**src/hw/adcrc_pkg.sv**
```systemverilog
// Shared constants and types for the audio DAC clock and rate control block
package adcrc_pkg;

  // Register offsets on the control port
  localparam logic [7:0] REG_CTRL_ZERO = 8'h00;
  localparam logic [7:0] REG_CTRL_ONE  = 8'h01;

  // Control register zero fields
  localparam int CZ_PLLREF_LSB = 6;
  localparam int CZ_MRS_LSB    = 1;
  localparam int CZ_PUP_BIT    = 0;
  localparam logic [7:0] CTRL_ZERO_RST = 8'h00;

  // Control register one fields
  localparam int CO_GPWR_LSB   = 6;
  localparam int CO_MCKO_LSB   = 4;
  localparam int CO_CLKSEL_BIT = 0;
  localparam logic [7:0] CTRL_ONE_RST  = 8'h20;

  // Rate range field encodings
  localparam logic [1:0] RATE_48       = 2'h0;
  localparam logic [1:0] RATE_96       = 2'h1;
  localparam logic [1:0] RATE_LOW_LAT  = 2'h3;

  // Master clock output select encodings
  localparam logic [1:0] MCKO_LOW      = 2'h0;
  localparam logic [1:0] MCKO_HIGH     = 2'h1;
  localparam logic [1:0] MCKO_COPY     = 2'h2;
  localparam logic [1:0] MCKO_OFF      = 2'h3;

  // PLL reference encodings
  localparam logic [1:0] PLLREF_FRAME  = 2'h1;

  // Global power level value that defers to the per-channel fields
  localparam logic [1:0] GPWR_PER_CH   = 2'h0;

  // Ratios in the 48 kHz range
  localparam logic [9:0] OSR_48        = 10'h100;
  localparam logic [9:0] CORE_48       = 10'h200;
  localparam logic [9:0] DIRECT_RATIO  = 10'h200;
  // Master ratio select: 256, 384, 512, 768 (packed, entry 0 in low bits)
  localparam logic [39:0] MRS_TBL = {10'h300, 10'h200, 10'h180, 10'h100};

  // Output divider per master ratio select, keeping 4..6 MHz and 8..12 MHz
  localparam logic [11:0] DIV_LOW_TBL  = {3'h6, 3'h4, 3'h3, 3'h2};
  localparam logic [11:0] DIV_HIGH_TBL = {3'h3, 3'h2, 3'h2, 3'h1};

  // Attenuation: 255 steps of 0.375 dB, expressed in millidecibels
  localparam int NUM_CH          = 12;
  localparam logic [7:0] ATT_MAX_STEP = 8'hff;
  localparam logic [8:0] ATT_STEP_MDB = 9'h177;

  typedef enum logic [1:0] {RANGE_48K, RANGE_96K, RANGE_192K} adcrc_range_t;

endpackage : adcrc_pkg

```
**src/hw/adcrc_rate_if.sv**
```systemverilog
// Rate configuration and derived ratios passed to the rate decoder
`timescale 1ns/1ps
interface adcrc_rate_if;
  logic [1:0] rate_field;
  logic [1:0] ratio_sel;
  logic [1:0] mcko_sel;
  logic [9:0] osr;
  logic [9:0] core_ratio;
  logic [9:0] eff_ratio;
  logic       low_latency;
  logic [2:0] mcko_div;
  adcrc_pkg::adcrc_range_t range;

  modport ctrl (output rate_field, ratio_sel, mcko_sel,
                input  osr, core_ratio, eff_ratio, low_latency, mcko_div, range);
  modport dec  (input  rate_field, ratio_sel, mcko_sel,
                output osr, core_ratio, eff_ratio, low_latency, mcko_div, range);
endinterface : adcrc_rate_if

```
**src/hw/adcrc_rate_dec.sv**
```systemverilog
// Decodes rate range and ratio select into oversampling and clock ratios
`timescale 1ns/1ps
module adcrc_rate_dec (
  adcrc_rate_if.dec rif
);
  typedef struct packed {
    adcrc_pkg::adcrc_range_t range;
    logic [9:0]              base;
  } adcrc_dec_t;

  adcrc_dec_t d;

  always_comb begin
    d.base = adcrc_pkg::MRS_TBL[rif.ratio_sel*10 +: 10];
    case (rif.rate_field)
      adcrc_pkg::RATE_48: d.range = adcrc_pkg::RANGE_48K;
      adcrc_pkg::RATE_96: d.range = adcrc_pkg::RANGE_96K;
      default:            d.range = adcrc_pkg::RANGE_192K;
    endcase
    rif.range = d.range;
    case (d.range)
      adcrc_pkg::RANGE_48K: begin
        rif.osr        = adcrc_pkg::OSR_48;
        rif.core_ratio = adcrc_pkg::CORE_48;
        rif.eff_ratio  = d.base;
      end
      adcrc_pkg::RANGE_96K: begin
        rif.osr        = adcrc_pkg::OSR_48 >> 1;
        rif.core_ratio = adcrc_pkg::CORE_48 >> 1;
        rif.eff_ratio  = d.base >> 1;
      end
      default: begin
        rif.osr        = adcrc_pkg::OSR_48 >> 2;
        rif.core_ratio = adcrc_pkg::CORE_48 >> 2;
        rif.eff_ratio  = d.base >> 2;
      end
    endcase
    rif.low_latency = (rif.rate_field == adcrc_pkg::RATE_LOW_LAT);
    // Divider is picked from the ratio select, since that fixes the input frequency band
    case (rif.mcko_sel)
      adcrc_pkg::MCKO_LOW:  rif.mcko_div = adcrc_pkg::DIV_LOW_TBL[rif.ratio_sel*3 +: 3];
      adcrc_pkg::MCKO_HIGH: rif.mcko_div = adcrc_pkg::DIV_HIGH_TBL[rif.ratio_sel*3 +: 3];
      default:              rif.mcko_div = 3'h1;
    endcase
  end
endmodule : adcrc_rate_dec

```
**src/hw/adcrc_mclk_div.sv**
```systemverilog
// Integer divider of the sampled master clock input
`timescale 1ns/1ps
module adcrc_mclk_div (
  input  wire logic       mclk,
  input  wire logic       rst,
  input  wire logic       clk_in,
  input  wire logic [2:0] div,
  output logic            clk_out
);
  typedef struct packed {
    logic       prev;
    logic [2:0] cnt;
    logic       out;
  } adcrc_div_t;

  adcrc_div_t s_r;
  adcrc_div_t s_nxt;

  always_comb begin
    s_nxt      = s_r;
    s_nxt.prev = clk_in;
    if (clk_in && !s_r.prev) begin
      s_nxt.cnt = (s_r.cnt >= div - 3'h1) ? 3'h0 : s_r.cnt + 3'h1;
    end
    // Divide by one is a plain copy; others run high for the first half
    if (div <= 3'h1) begin
      s_nxt.out = clk_in;
    end else begin
      s_nxt.out = (s_nxt.cnt < (div >> 1));
    end
  end

  always_ff @(posedge mclk) begin
    if (rst) begin
      s_r <= '0;
    end else begin
      s_r <= s_nxt;
    end
  end

  assign clk_out = s_r.out;
endmodule : adcrc_mclk_div

```
**src/hw/adcrc_top.sv**
```systemverilog
// Clock generation, rate and power-level control for a twelve-channel DAC
`timescale 1ns/1ps

// What this block does
// - Oversampling ratio 256, 128 or 64 by rate range.
// - Twelve channels each hold a 255-step attenuation in 0.375 dB steps.
// - Rate field 0b11 selects reduced-latency 192 kHz filtering.
// - Per-channel power field picks one of four bias levels.
// - Global power level resets to 0; nonzero overrides all channels.
// - In program mode after reset, master clock output copies the input.
// - Standalone-select level sampled at reset release picks the mode.
// - Output select resets to 0b10 copy; 0b11 disables the pin.
// - Settings 0b00 and 0b01 divide master clock into 4-6 or 8-12 MHz.
// - Both control registers are writable in program mode once the strap is taken.
// - Ratio select takes 256, 384, 512 or 768 times sample rate.
// - 96 kHz range halves, 192 kHz range quarters the effective ratio.
// - Core clock is 512, 256 or 128 times sample rate; PLL by default.
// - PLL is enabled out of reset without any write.
// - PLL off plus clock-source bit 1 gives direct 512x master clock.
// - PLL reference 0b01 locks to the frame clock, no master clock.
module adcrc_top (
  input  wire logic        mclk,
  input  wire logic        rst,
  input  wire logic        standalone_select,
  input  wire logic        master_clock_input,
  input  wire logic        reg_wr,
  input  wire logic        reg_rd,
  input  wire logic [7:0]  reg_addr,
  input  wire logic [7:0]  reg_wdata,
  input  wire logic [1:0]  rate_range,
  input  wire logic [23:0] channel_power_fields,
  input  wire logic        pll_power_down,
  input  wire logic        atten_wr,
  input  wire logic [3:0]  atten_ch,
  input  wire logic [7:0]  atten_step,
  output logic [7:0]       reg_rdata,
  output logic             standalone_active,
  output logic             master_clock_output,
  output logic             master_clock_output_en,
  output logic [9:0]       oversample_ratio,
  output logic [9:0]       core_ratio,
  output logic [9:0]       effective_ratio,
  output logic             low_latency,
  output logic             pll_enabled,
  output logic             pll_ref_frame,
  output logic             direct_mclk_mode,
  output logic             powered_up,
  output logic [23:0]      channel_bias_level,
  output logic [95:0]      channel_atten,
  output logic [16:0]      atten_mdb
);
  typedef struct packed {
    logic [7:0]  ctrl_zero;
    logic [7:0]  ctrl_one;
    logic        strap_taken;
    logic        standalone;
    logic [7:0]  rdata;
    logic        mcko;
    logic        mcko_en;
    logic [9:0]  osr;
    logic [9:0]  core;
    logic [9:0]  eff;
    logic        lowlat;
    logic        pll_en;
    logic        pll_frame;
    logic        direct;
    logic        pup;
    logic [23:0] bias;
    logic [95:0] atten;
    logic [16:0] mdb;
  } adcrc_state_t;

  adcrc_state_t s_r;
  adcrc_state_t s_nxt;
  logic [23:0]  bias_sel;
  logic         div_clk;

  adcrc_rate_if rif ();

  assign rif.rate_field = rate_range;
  assign rif.ratio_sel  = s_r.ctrl_zero[adcrc_pkg::CZ_MRS_LSB +: 2];
  assign rif.mcko_sel   = s_r.standalone ? adcrc_pkg::MCKO_COPY
                                         : s_r.ctrl_one[adcrc_pkg::CO_MCKO_LSB +: 2];

  adcrc_rate_dec u_dec (
    .rif (rif.dec)
  );

  adcrc_mclk_div u_div (
    .mclk    (mclk),
    .rst     (rst),
    .clk_in  (master_clock_input),
    .div     (rif.mcko_div),
    .clk_out (div_clk)
  );

  // Global level overrides every channel unless it is the per-channel value
  genvar ch;
  generate
    for (ch = 0; ch < adcrc_pkg::NUM_CH; ch++) begin : g_bias
      assign bias_sel[ch*2 +: 2] =
        (s_r.ctrl_one[adcrc_pkg::CO_GPWR_LSB +: 2] == adcrc_pkg::GPWR_PER_CH)
          ? channel_power_fields[ch*2 +: 2]
          : s_r.ctrl_one[adcrc_pkg::CO_GPWR_LSB +: 2];
    end
  endgenerate

  always_comb begin
    s_nxt = s_r;

    // Strap is caught on the first clock after release, never under reset
    if (!s_r.strap_taken) begin
      s_nxt.strap_taken = 1'b1;
      s_nxt.standalone  = standalone_select;
    end

    // Writes ignored in standalone mode and until the strap has been taken
    if (reg_wr && s_r.strap_taken && !s_r.standalone) begin
      case (reg_addr)
        adcrc_pkg::REG_CTRL_ZERO: s_nxt.ctrl_zero = reg_wdata;
        adcrc_pkg::REG_CTRL_ONE:  s_nxt.ctrl_one  = reg_wdata;
        default: ;
      endcase
    end

    if (reg_rd) begin
      case (reg_addr)
        adcrc_pkg::REG_CTRL_ZERO: s_nxt.rdata = s_r.ctrl_zero;
        adcrc_pkg::REG_CTRL_ONE:  s_nxt.rdata = s_r.ctrl_one;
        default:                  s_nxt.rdata = 8'h00;
      endcase
    end

    // Master clock output path
    case (rif.mcko_sel)
      adcrc_pkg::MCKO_COPY: begin
        s_nxt.mcko    = master_clock_input;
        s_nxt.mcko_en = 1'b1;
      end
      adcrc_pkg::MCKO_OFF: begin
        s_nxt.mcko    = 1'b0;
        s_nxt.mcko_en = 1'b0;
      end
      default: begin
        s_nxt.mcko    = div_clk;
        s_nxt.mcko_en = 1'b1;
      end
    endcase

    // Ratios and filter mode
    s_nxt.osr    = rif.osr;
    s_nxt.core   = rif.core_ratio;
    s_nxt.lowlat = rif.low_latency;
    s_nxt.pup    = s_r.ctrl_zero[adcrc_pkg::CZ_PUP_BIT];

    // PLL on unless powered down, independent of register contents
    s_nxt.pll_en    = !pll_power_down;
    s_nxt.pll_frame = !pll_power_down &&
      (s_r.ctrl_zero[adcrc_pkg::CZ_PLLREF_LSB +: 2] == adcrc_pkg::PLLREF_FRAME);
    s_nxt.direct    = pll_power_down && s_r.ctrl_one[adcrc_pkg::CO_CLKSEL_BIT];
    // Direct mode expects 512x master clock; otherwise the selected ratio applies
    s_nxt.eff = s_nxt.direct ? (adcrc_pkg::DIRECT_RATIO >> rif.range)
                             : rif.eff_ratio;

    s_nxt.bias = bias_sel;

    // Attenuation steps saturate at the last step
    if (atten_wr && (atten_ch < 4'(adcrc_pkg::NUM_CH))) begin
      s_nxt.atten[atten_ch*8 +: 8] =
        (atten_step > adcrc_pkg::ATT_MAX_STEP) ? adcrc_pkg::ATT_MAX_STEP : atten_step;
    end
    if (atten_ch < 4'(adcrc_pkg::NUM_CH)) begin
      s_nxt.mdb = 17'(s_r.atten[atten_ch*8 +: 8]) * 17'(adcrc_pkg::ATT_STEP_MDB);
    end else begin
      s_nxt.mdb = 17'h00000;
    end
  end

  always_ff @(posedge mclk) begin
    if (rst) begin
      s_r           <= '0;
      s_r.ctrl_zero <= adcrc_pkg::CTRL_ZERO_RST;
      s_r.ctrl_one  <= adcrc_pkg::CTRL_ONE_RST;
      s_r.mcko_en   <= 1'b1;
      s_r.pll_en    <= 1'b1;
      s_r.osr       <= adcrc_pkg::OSR_48;
      s_r.core      <= adcrc_pkg::CORE_48;
    end else begin
      s_r <= s_nxt;
    end
  end

  assign reg_rdata              = s_r.rdata;
  assign standalone_active      = s_r.standalone;
  assign master_clock_output    = s_r.mcko;
  assign master_clock_output_en = s_r.mcko_en;
  assign oversample_ratio       = s_r.osr;
  assign core_ratio             = s_r.core;
  assign effective_ratio        = s_r.eff;
  assign low_latency            = s_r.lowlat;
  assign pll_enabled            = s_r.pll_en;
  assign pll_ref_frame          = s_r.pll_frame;
  assign direct_mclk_mode       = s_r.direct;
  assign powered_up             = s_r.pup;
  assign channel_bias_level     = s_r.bias;
  assign channel_atten          = s_r.atten;
  assign atten_mdb              = s_r.mdb;
endmodule : adcrc_top

```
**config.mk**
```make
export PLATFORM = sky130hd
export DESIGN_NAME = adcrc_top
export DESIGN_NICKNAME = d
export VERILOG_FILES = /design/src/hw/adcrc_pkg.sv /design/src/hw/adcrc_rate_if.sv /design/src/hw/adcrc_rate_dec.sv /design/src/hw/adcrc_mclk_div.sv /design/src/hw/adcrc_top.sv
export SDC_FILE = /design/constraint.sdc
export NUM_CORES = 1
export LEC_CHECK = 0
export BUFFER_PORTS_ARGS = -buffer_cell sky130_fd_sc_hd__buf_2
export CELL_PAD_IN_SITES_DETAIL_PLACEMENT = 1
export CELL_PAD_IN_SITES_GLOBAL_PLACEMENT = 1
export CORE_MARGIN = 2
export CORE_UTILIZATION = 25
export CTS_BUF_LIST = sky130_fd_sc_hd__clkbuf_8
export DETAILED_ROUTE_END_ITERATION = 6
export PLACE_DENSITY = 0.63
export SLEW_MARGIN = 30
export SYNTH_ARGS = -nofsm -noshare
export SYNTH_HDL_FRONTEND = slang
export SYNTH_SLANG_ARGS = --single-unit
```
**constraint.sdc**
```tcl
create_clock -name mclk -period 11.95 [get_ports mclk]
set_input_delay 2.39 -clock mclk [delete_from_list [all_inputs] [get_ports mclk]]
set_output_delay 2.39 -clock mclk [all_outputs]
set_load 0.03 [all_outputs]
```
-- Word level (Yosys, flattened, before mapping)
Cells that the tools add are included.
- input port bits: 62
- word-level logic and storage cells: 91
- bits in registers: 205
- output and inout port bits: 183
- bitwise logic cells: 1
- eq/ne operators: 8
- shift-type cells: 7
- add/subtract/negate cells: 3
- mux-type cells: 26
- reductions and logical operators: 17
- $lt $le $gt $ge: 5
- $mul: 3
- operator list (cell ; number):
    $bwmux 96 ; 1
    $shift 8x34->96 const A ; 1
    $shiftx 8x34->96 ; 1
    $shiftx 96x8->8 ; 1
    $pmux 10 s2 ; 2
    $shiftx 40x7->10 const A ; 1
    $neg 7->34 ; 1
    $mux 2 ; 13
    $shiftx 12x5->3 const A ; 2
    $pmux 9 s2 ; 1
    $mul 8x9->17 const B ; 1
    $pmux 8 s2 ; 1
    $mux 10 ; 1
    $shr 10x2->10 const A ; 1
    $eq 2x1->1 const B ; 4
    $eq 8x1->1 const B ; 1
    $gt 8x8->1 const B ; 1
    $logic_not 2->1 ; 4
    $logic_not 8->1 ; 1
    $mux 8 ; 1
    $pmux 2 s2 ; 2
    $eq 2x2->1 const B ; 3
    $logic_and 1x1->1 ; 6
    $mux 3 ; 2
    14 further kinds ; 17

-- Logic depth before layout (Yosys ltp)
- word-level depth: 9
- depth in mapped cells: 21
- depth with buffers taken out: 19

-- Modules after synthesis
Synthesis repeated with hierarchy kept, for this count alone.
- cell total of the unflattened synthesis: 1279
- area, all modules: 11553.6 µm²
- by module, submodules not included (module ; cells each ; area an instance (µm²) ; times used):
    adcrc_top ; 1187 ; 10804.1 ; 1
    adcrc_mclk_div ; 43 ; 419.2 ; 1
    adcrc_rate_dec ; 49 ; 330.3 ; 1

-- Least setup slack after synthesis
No wires, ideal clock.
- path kind: input-to-reg
- start: input atten_ch[1]
- end: register s_r (netlist bit atten_mdb[15])
- slack: 4.684 ns
- buffers on the path: 2
- stages: 19
- data arrival time: 7.194 ns
- cells stage by stage: clkbuf_1 buf_1 mux4_2 mux2i_1 o22ai_1 fa_1 inv_1 fa_1 inv_1 fa_1 inv_1 fa_1 inv_1 ha_1 o211a_1 o31a_1 o21a_1 o21ai_0 mux2i_1
- cells in the longest elaborated chain, start to end: 3
- elaborated cells on any way between the ends: 5
- those cells by class: 1 x mul; 1 x order compare; 1 x shift; 1 x bitwise; 1 x reduce/logical
- ends and longest elaborated chain (element ; RTL line ; source):
    start: declaration ; adcrc_top.sv:34 ; input wire logic [3:0] atten_ch,
    branches (longest 3 deep; another with $mul 8x9->17) ; n/a ;
    end signal: assignment ; adcrc_top.sv:189 ; s_r <= s_nxt;
    end: declaration ; adcrc_top.sv:73 ; adcrc_state_t s_r;
Parallel ways; which one is timed is not known.
A chain may end at the register's enable or synchronous reset.

-- Worst setup path in the final report
- start: input atten_ch[0]
- end: register s_r (netlist bit atten_mdb[15])
Same word-level chain as after synthesis.

==> summary.md <==
| Metric | Value |
|---|---|
| Hold_buf cts | 0 |
| CP endpoint kind | flip-flop |
| Crit path kind | in -> reg |
| Global-route wire length before repair | 53800 um |
| DR pass1 iterations | 4 |
| Worst min path class | reg -> reg |
| CTS tree | built |
| Synth area leaders | dfxtp_1 34%, buf_4 12%, ha_1 5.8% |
| WP data arrival | approximately 7.8 ns |
| Initial antenna violation count | 1 |
| RePlAce Congestion | 0.879 |
| Most used DFF post-synth | dfxtp_1 |
| CP dominant cell by count | fa_1 |
| Setup TNS | 0 ns |
| Die area | 0.0445 sq mm |
| WL final | 35800 um |
| CTS max path bufs | 2 |
| Leakage | between 5 and 6 nW |
| Die width | ~210 um |
| Top cells by count, synth | 183 x dfxtp_1, 176 x buf_4, 105 x nor2_1, 92 x nand2_1, 86 x a21oi_1 |
| CTS clock-pin slew for the worst setup and hold paths | 0.11 ns |
| Worst path slowest cell | mux4_2 |
| CP Data Required Time | between 10 and 15 ns |
| CP max FO | between 50 and 60 |
| Synth async-reset ratio | 0% |
| #FFs+latches synth | 183 |
| Final setup vio count | 0 |
| Number of warnings issued by yosys | 0 |
| Max-slew violations | 0 |
| DRC viols | 0 |
| Core area | between 0.04 and 0.05 sq mm |
| Sequential cell area | 0.00366 sq mm |
| Count leader, synth | dfxtp_1 |
| Worst Skew | ~0.022 ns |
| H-tree lvl count | 4 |
| Worst-Margin Slew | 0.921 ns |
| Post-synth cell types | 65 |
| Vias/cell | 4.64 |
| WP buf/inv | 5 |
| Post-Syn Instances | 1225 |
| All-layer global routing usage | between 10% and 20% |
| Clk sinks | ~180 |
| Initial DRC count | 406 |
| CP delay by family, top | adder cells |
| # port buffers | around 230 |
| Initial Util | about a quarter |
| Status | completed |
| Maximum number of pins on one net before global-route repair | 75 |
| VDD IR max | 0.0000881 V |
| Max Fclk | 0.135 GHz |
| RSZ-0062 raised after global routing | no |
| Vias | 8377 |
| Resized cells post-CTS | 0 |
| WL/cell | 19.8 um |
| Post-CTS setup buffer count | 0 |
| Inserted Clock Buffers | 17 |
| Placement Setup Slack | ~4 ns |
| Fraction of the yosys area taken by sequential cells | 34.2% |
| EDFF count, synth | 0 |
| Layout cell share with drive strength beyond 1 | 24.1% |
| Worst skew pair latency | 0.52 ns |
| Fin. Hold Viols | 0 |
| Area grow syn2layout | 7.03% |
| Cell taking the most area after synthesis | dfxtp_1 |
| Share of the synthesized area in the top cell type | 34.2% |
| Post-DRT Antenna Nets | 0 |
| Relative slew slack | 38.1% |
| Max_cap viols | 0 |
| Final min period | 7.39 ns |
| Root Buffer | clkbuf_8 |
| Max incr delay on CP | 0.63 ns |
| Number of diodes | 0 |
| Area of the multi-input gates | 0.00525 sq mm |
| Power density cells | 104 mW/mm^2 |
| Final Cycle Share | between 60% and 70% |
| Remaining Overflow, GRT | 0 |
| Vias in the first global route | 8570 |
| Rows | 75 |
| Avg Inst Size Synth | 8.74 sq um |
| Nets | 1391 |
| PnR worst setup slack | 4.56 ns |
| Post-Syn Area | about 0.011 sq mm |
| CP Launch Type | input pin |
| Detail Placement HPWL | 28200 um |
| # IOs | 245 |
| Fillers | 5024 |
| Crit path cell chain | buf_2 -> buf_4 -> mux4_2 -> mux2i_1 -> o22a_1 -> inv_1 -> fa_1 -> inv_1 -> fa_1 -> fa_1 -> fa_1 -> inv_1 -> ha_1 -> a21oi_1 -> nand2b_1 -> o21a_1 -> o21ai_0 -> mux2i_1 |
| Die Y | 211 um |
sequential cells by signal, indices dropped and copies added, names as in the netlist, 2 cells and up:
name,cells
channel_bias_level,24
channel_atten,96
u_div.s_r,4
effective_ratio,5
s_r,14
reg_rdata,8
atten_mdb,17
rif.ratio_sel,2
oversample_ratio,3
worst min-delay path, stage by stage, from the launching register on:
cell and delay [ns]:
dfxtp_1 0.32, nand2_1 0.06, a21oi_1 0.05
power by group:
group / total [mW] / internal, mW / leakage [nW] / switching (mW)
clock network: 0.440 / 0.160 / 0.203 / 0.281
registers: 0.621 / 0.618 / 1.48 / 0.00325
logic: 0.130 / 0.0351 / 3.45 / 0.0947
total: 1.19 / 0.813 / 5.14 / 0.379
final timing paths:
| kind | startpoint | end | slack, ns | depth (start not counted) |
|---|---|---|---|---|
| hold / removal | u_div.clk_out | master_clock_output | 0.46 | 2 |
| setup reg to reg | channel_atten[78] | atten_mdb[15] | 6.70 | 18 |
| hold reg to reg | u_div.clk_out | master_clock_output | 0.46 | 2 |
| setup / recovery | atten_ch[0] | atten_mdb[15] | 4.56 | 18 |
cell families (layout without fill, tap and decap cells):
kind of cell | after synthesis | in the layout | synth area share, %
other | 1 | 19 | 0.0350
adder cells (fa/ha/maj) | 75 | 75 | 10.5
AND/OR/NAND/NOR | 378 | 378 | 17.0
XOR/XNOR | 10 | 10 | 0.888
buffers and inverters | 314 | 338 | 17.4
AO/OA/AOI/OAI | 183 | 183 | 9.82
flip-flops | 183 | 183 | 34.2
multiplexers | 81 | 81 | 10.1
routing by layer:
metal / share of wire [%] / up-vias / GRT usage (%)
li1: - / 4005 / -
met1: 44 / 4114 / 20.5
met2: 48 / 231 / 26.9
met3: 7.0 / 25 / 4.89
met4: 0.96 / 2 / 3.76
met5: 0.028 / - / 0
layout by cell type, fill, tap and decap left out, types with 8 or more instances in the layout:
| cell | Yosys | final |
|---|---|---|
| nor3_1 | 14 | 14 |
| ha_1 | 50 | 50 |
| buf_4 | 176 | 8 |
| or3_1 | 11 | 11 |
| nor2b_1 | 20 | 20 |
| nand2b_1 | 17 | 17 |
| and2_1 | 13 | 13 |
| mux2_2 | 10 | 10 |
| dfxtp_1 | 183 | 183 |
| nand2_1 | 92 | 92 |
| and3_1 | 14 | 14 |
| mux2i_1 | 50 | 50 |
| inv_1 | 73 | 72 |
| buf_2 | 6 | 224 |
| nand4_1 | 14 | 14 |
| nand3_1 | 56 | 56 |
| a21oi_1 | 86 | 86 |
| mux4_2 | 21 | 21 |
| conb_1 | 1 | 19 |
| nor2_1 | 105 | 104 |
| fa_1 | 25 | 25 |
| clkbuf_8 | 0 | 17 |
| o21ai_0 | 49 | 49 |
metrics by stage:
step | total power [mW] | cells | utilization [%] | instance area [sq um] | hold WS [ns]
floorplan | 0.735 | 1243 | - | 10800 | 0.416
global placement | 0.764 | 1774 | 26.2 | 11000 | 0.437
detailed placement | 0.765 | 1774 | 26.2 | 11000 | 0.447
finish | 1.19 | 1806 | 27.2 | 11500 | 0.465
global route | 1.24 | 1806 | 27.2 | 11500 | 0.484
CTS | 1.21 | 1806 | 27.2 | 11500 | 0.468
cell type report:
cell class,instances,share of cell area (%)
multi-input combinational,746,45.8
sequential,183,32.0
timing repair buffer,232,10.3
tap,539,5.88
inverter,74,2.42
clock buffer,17,2.04
clock inverter,15,1.55
Power figures use the tool's default switching activity.
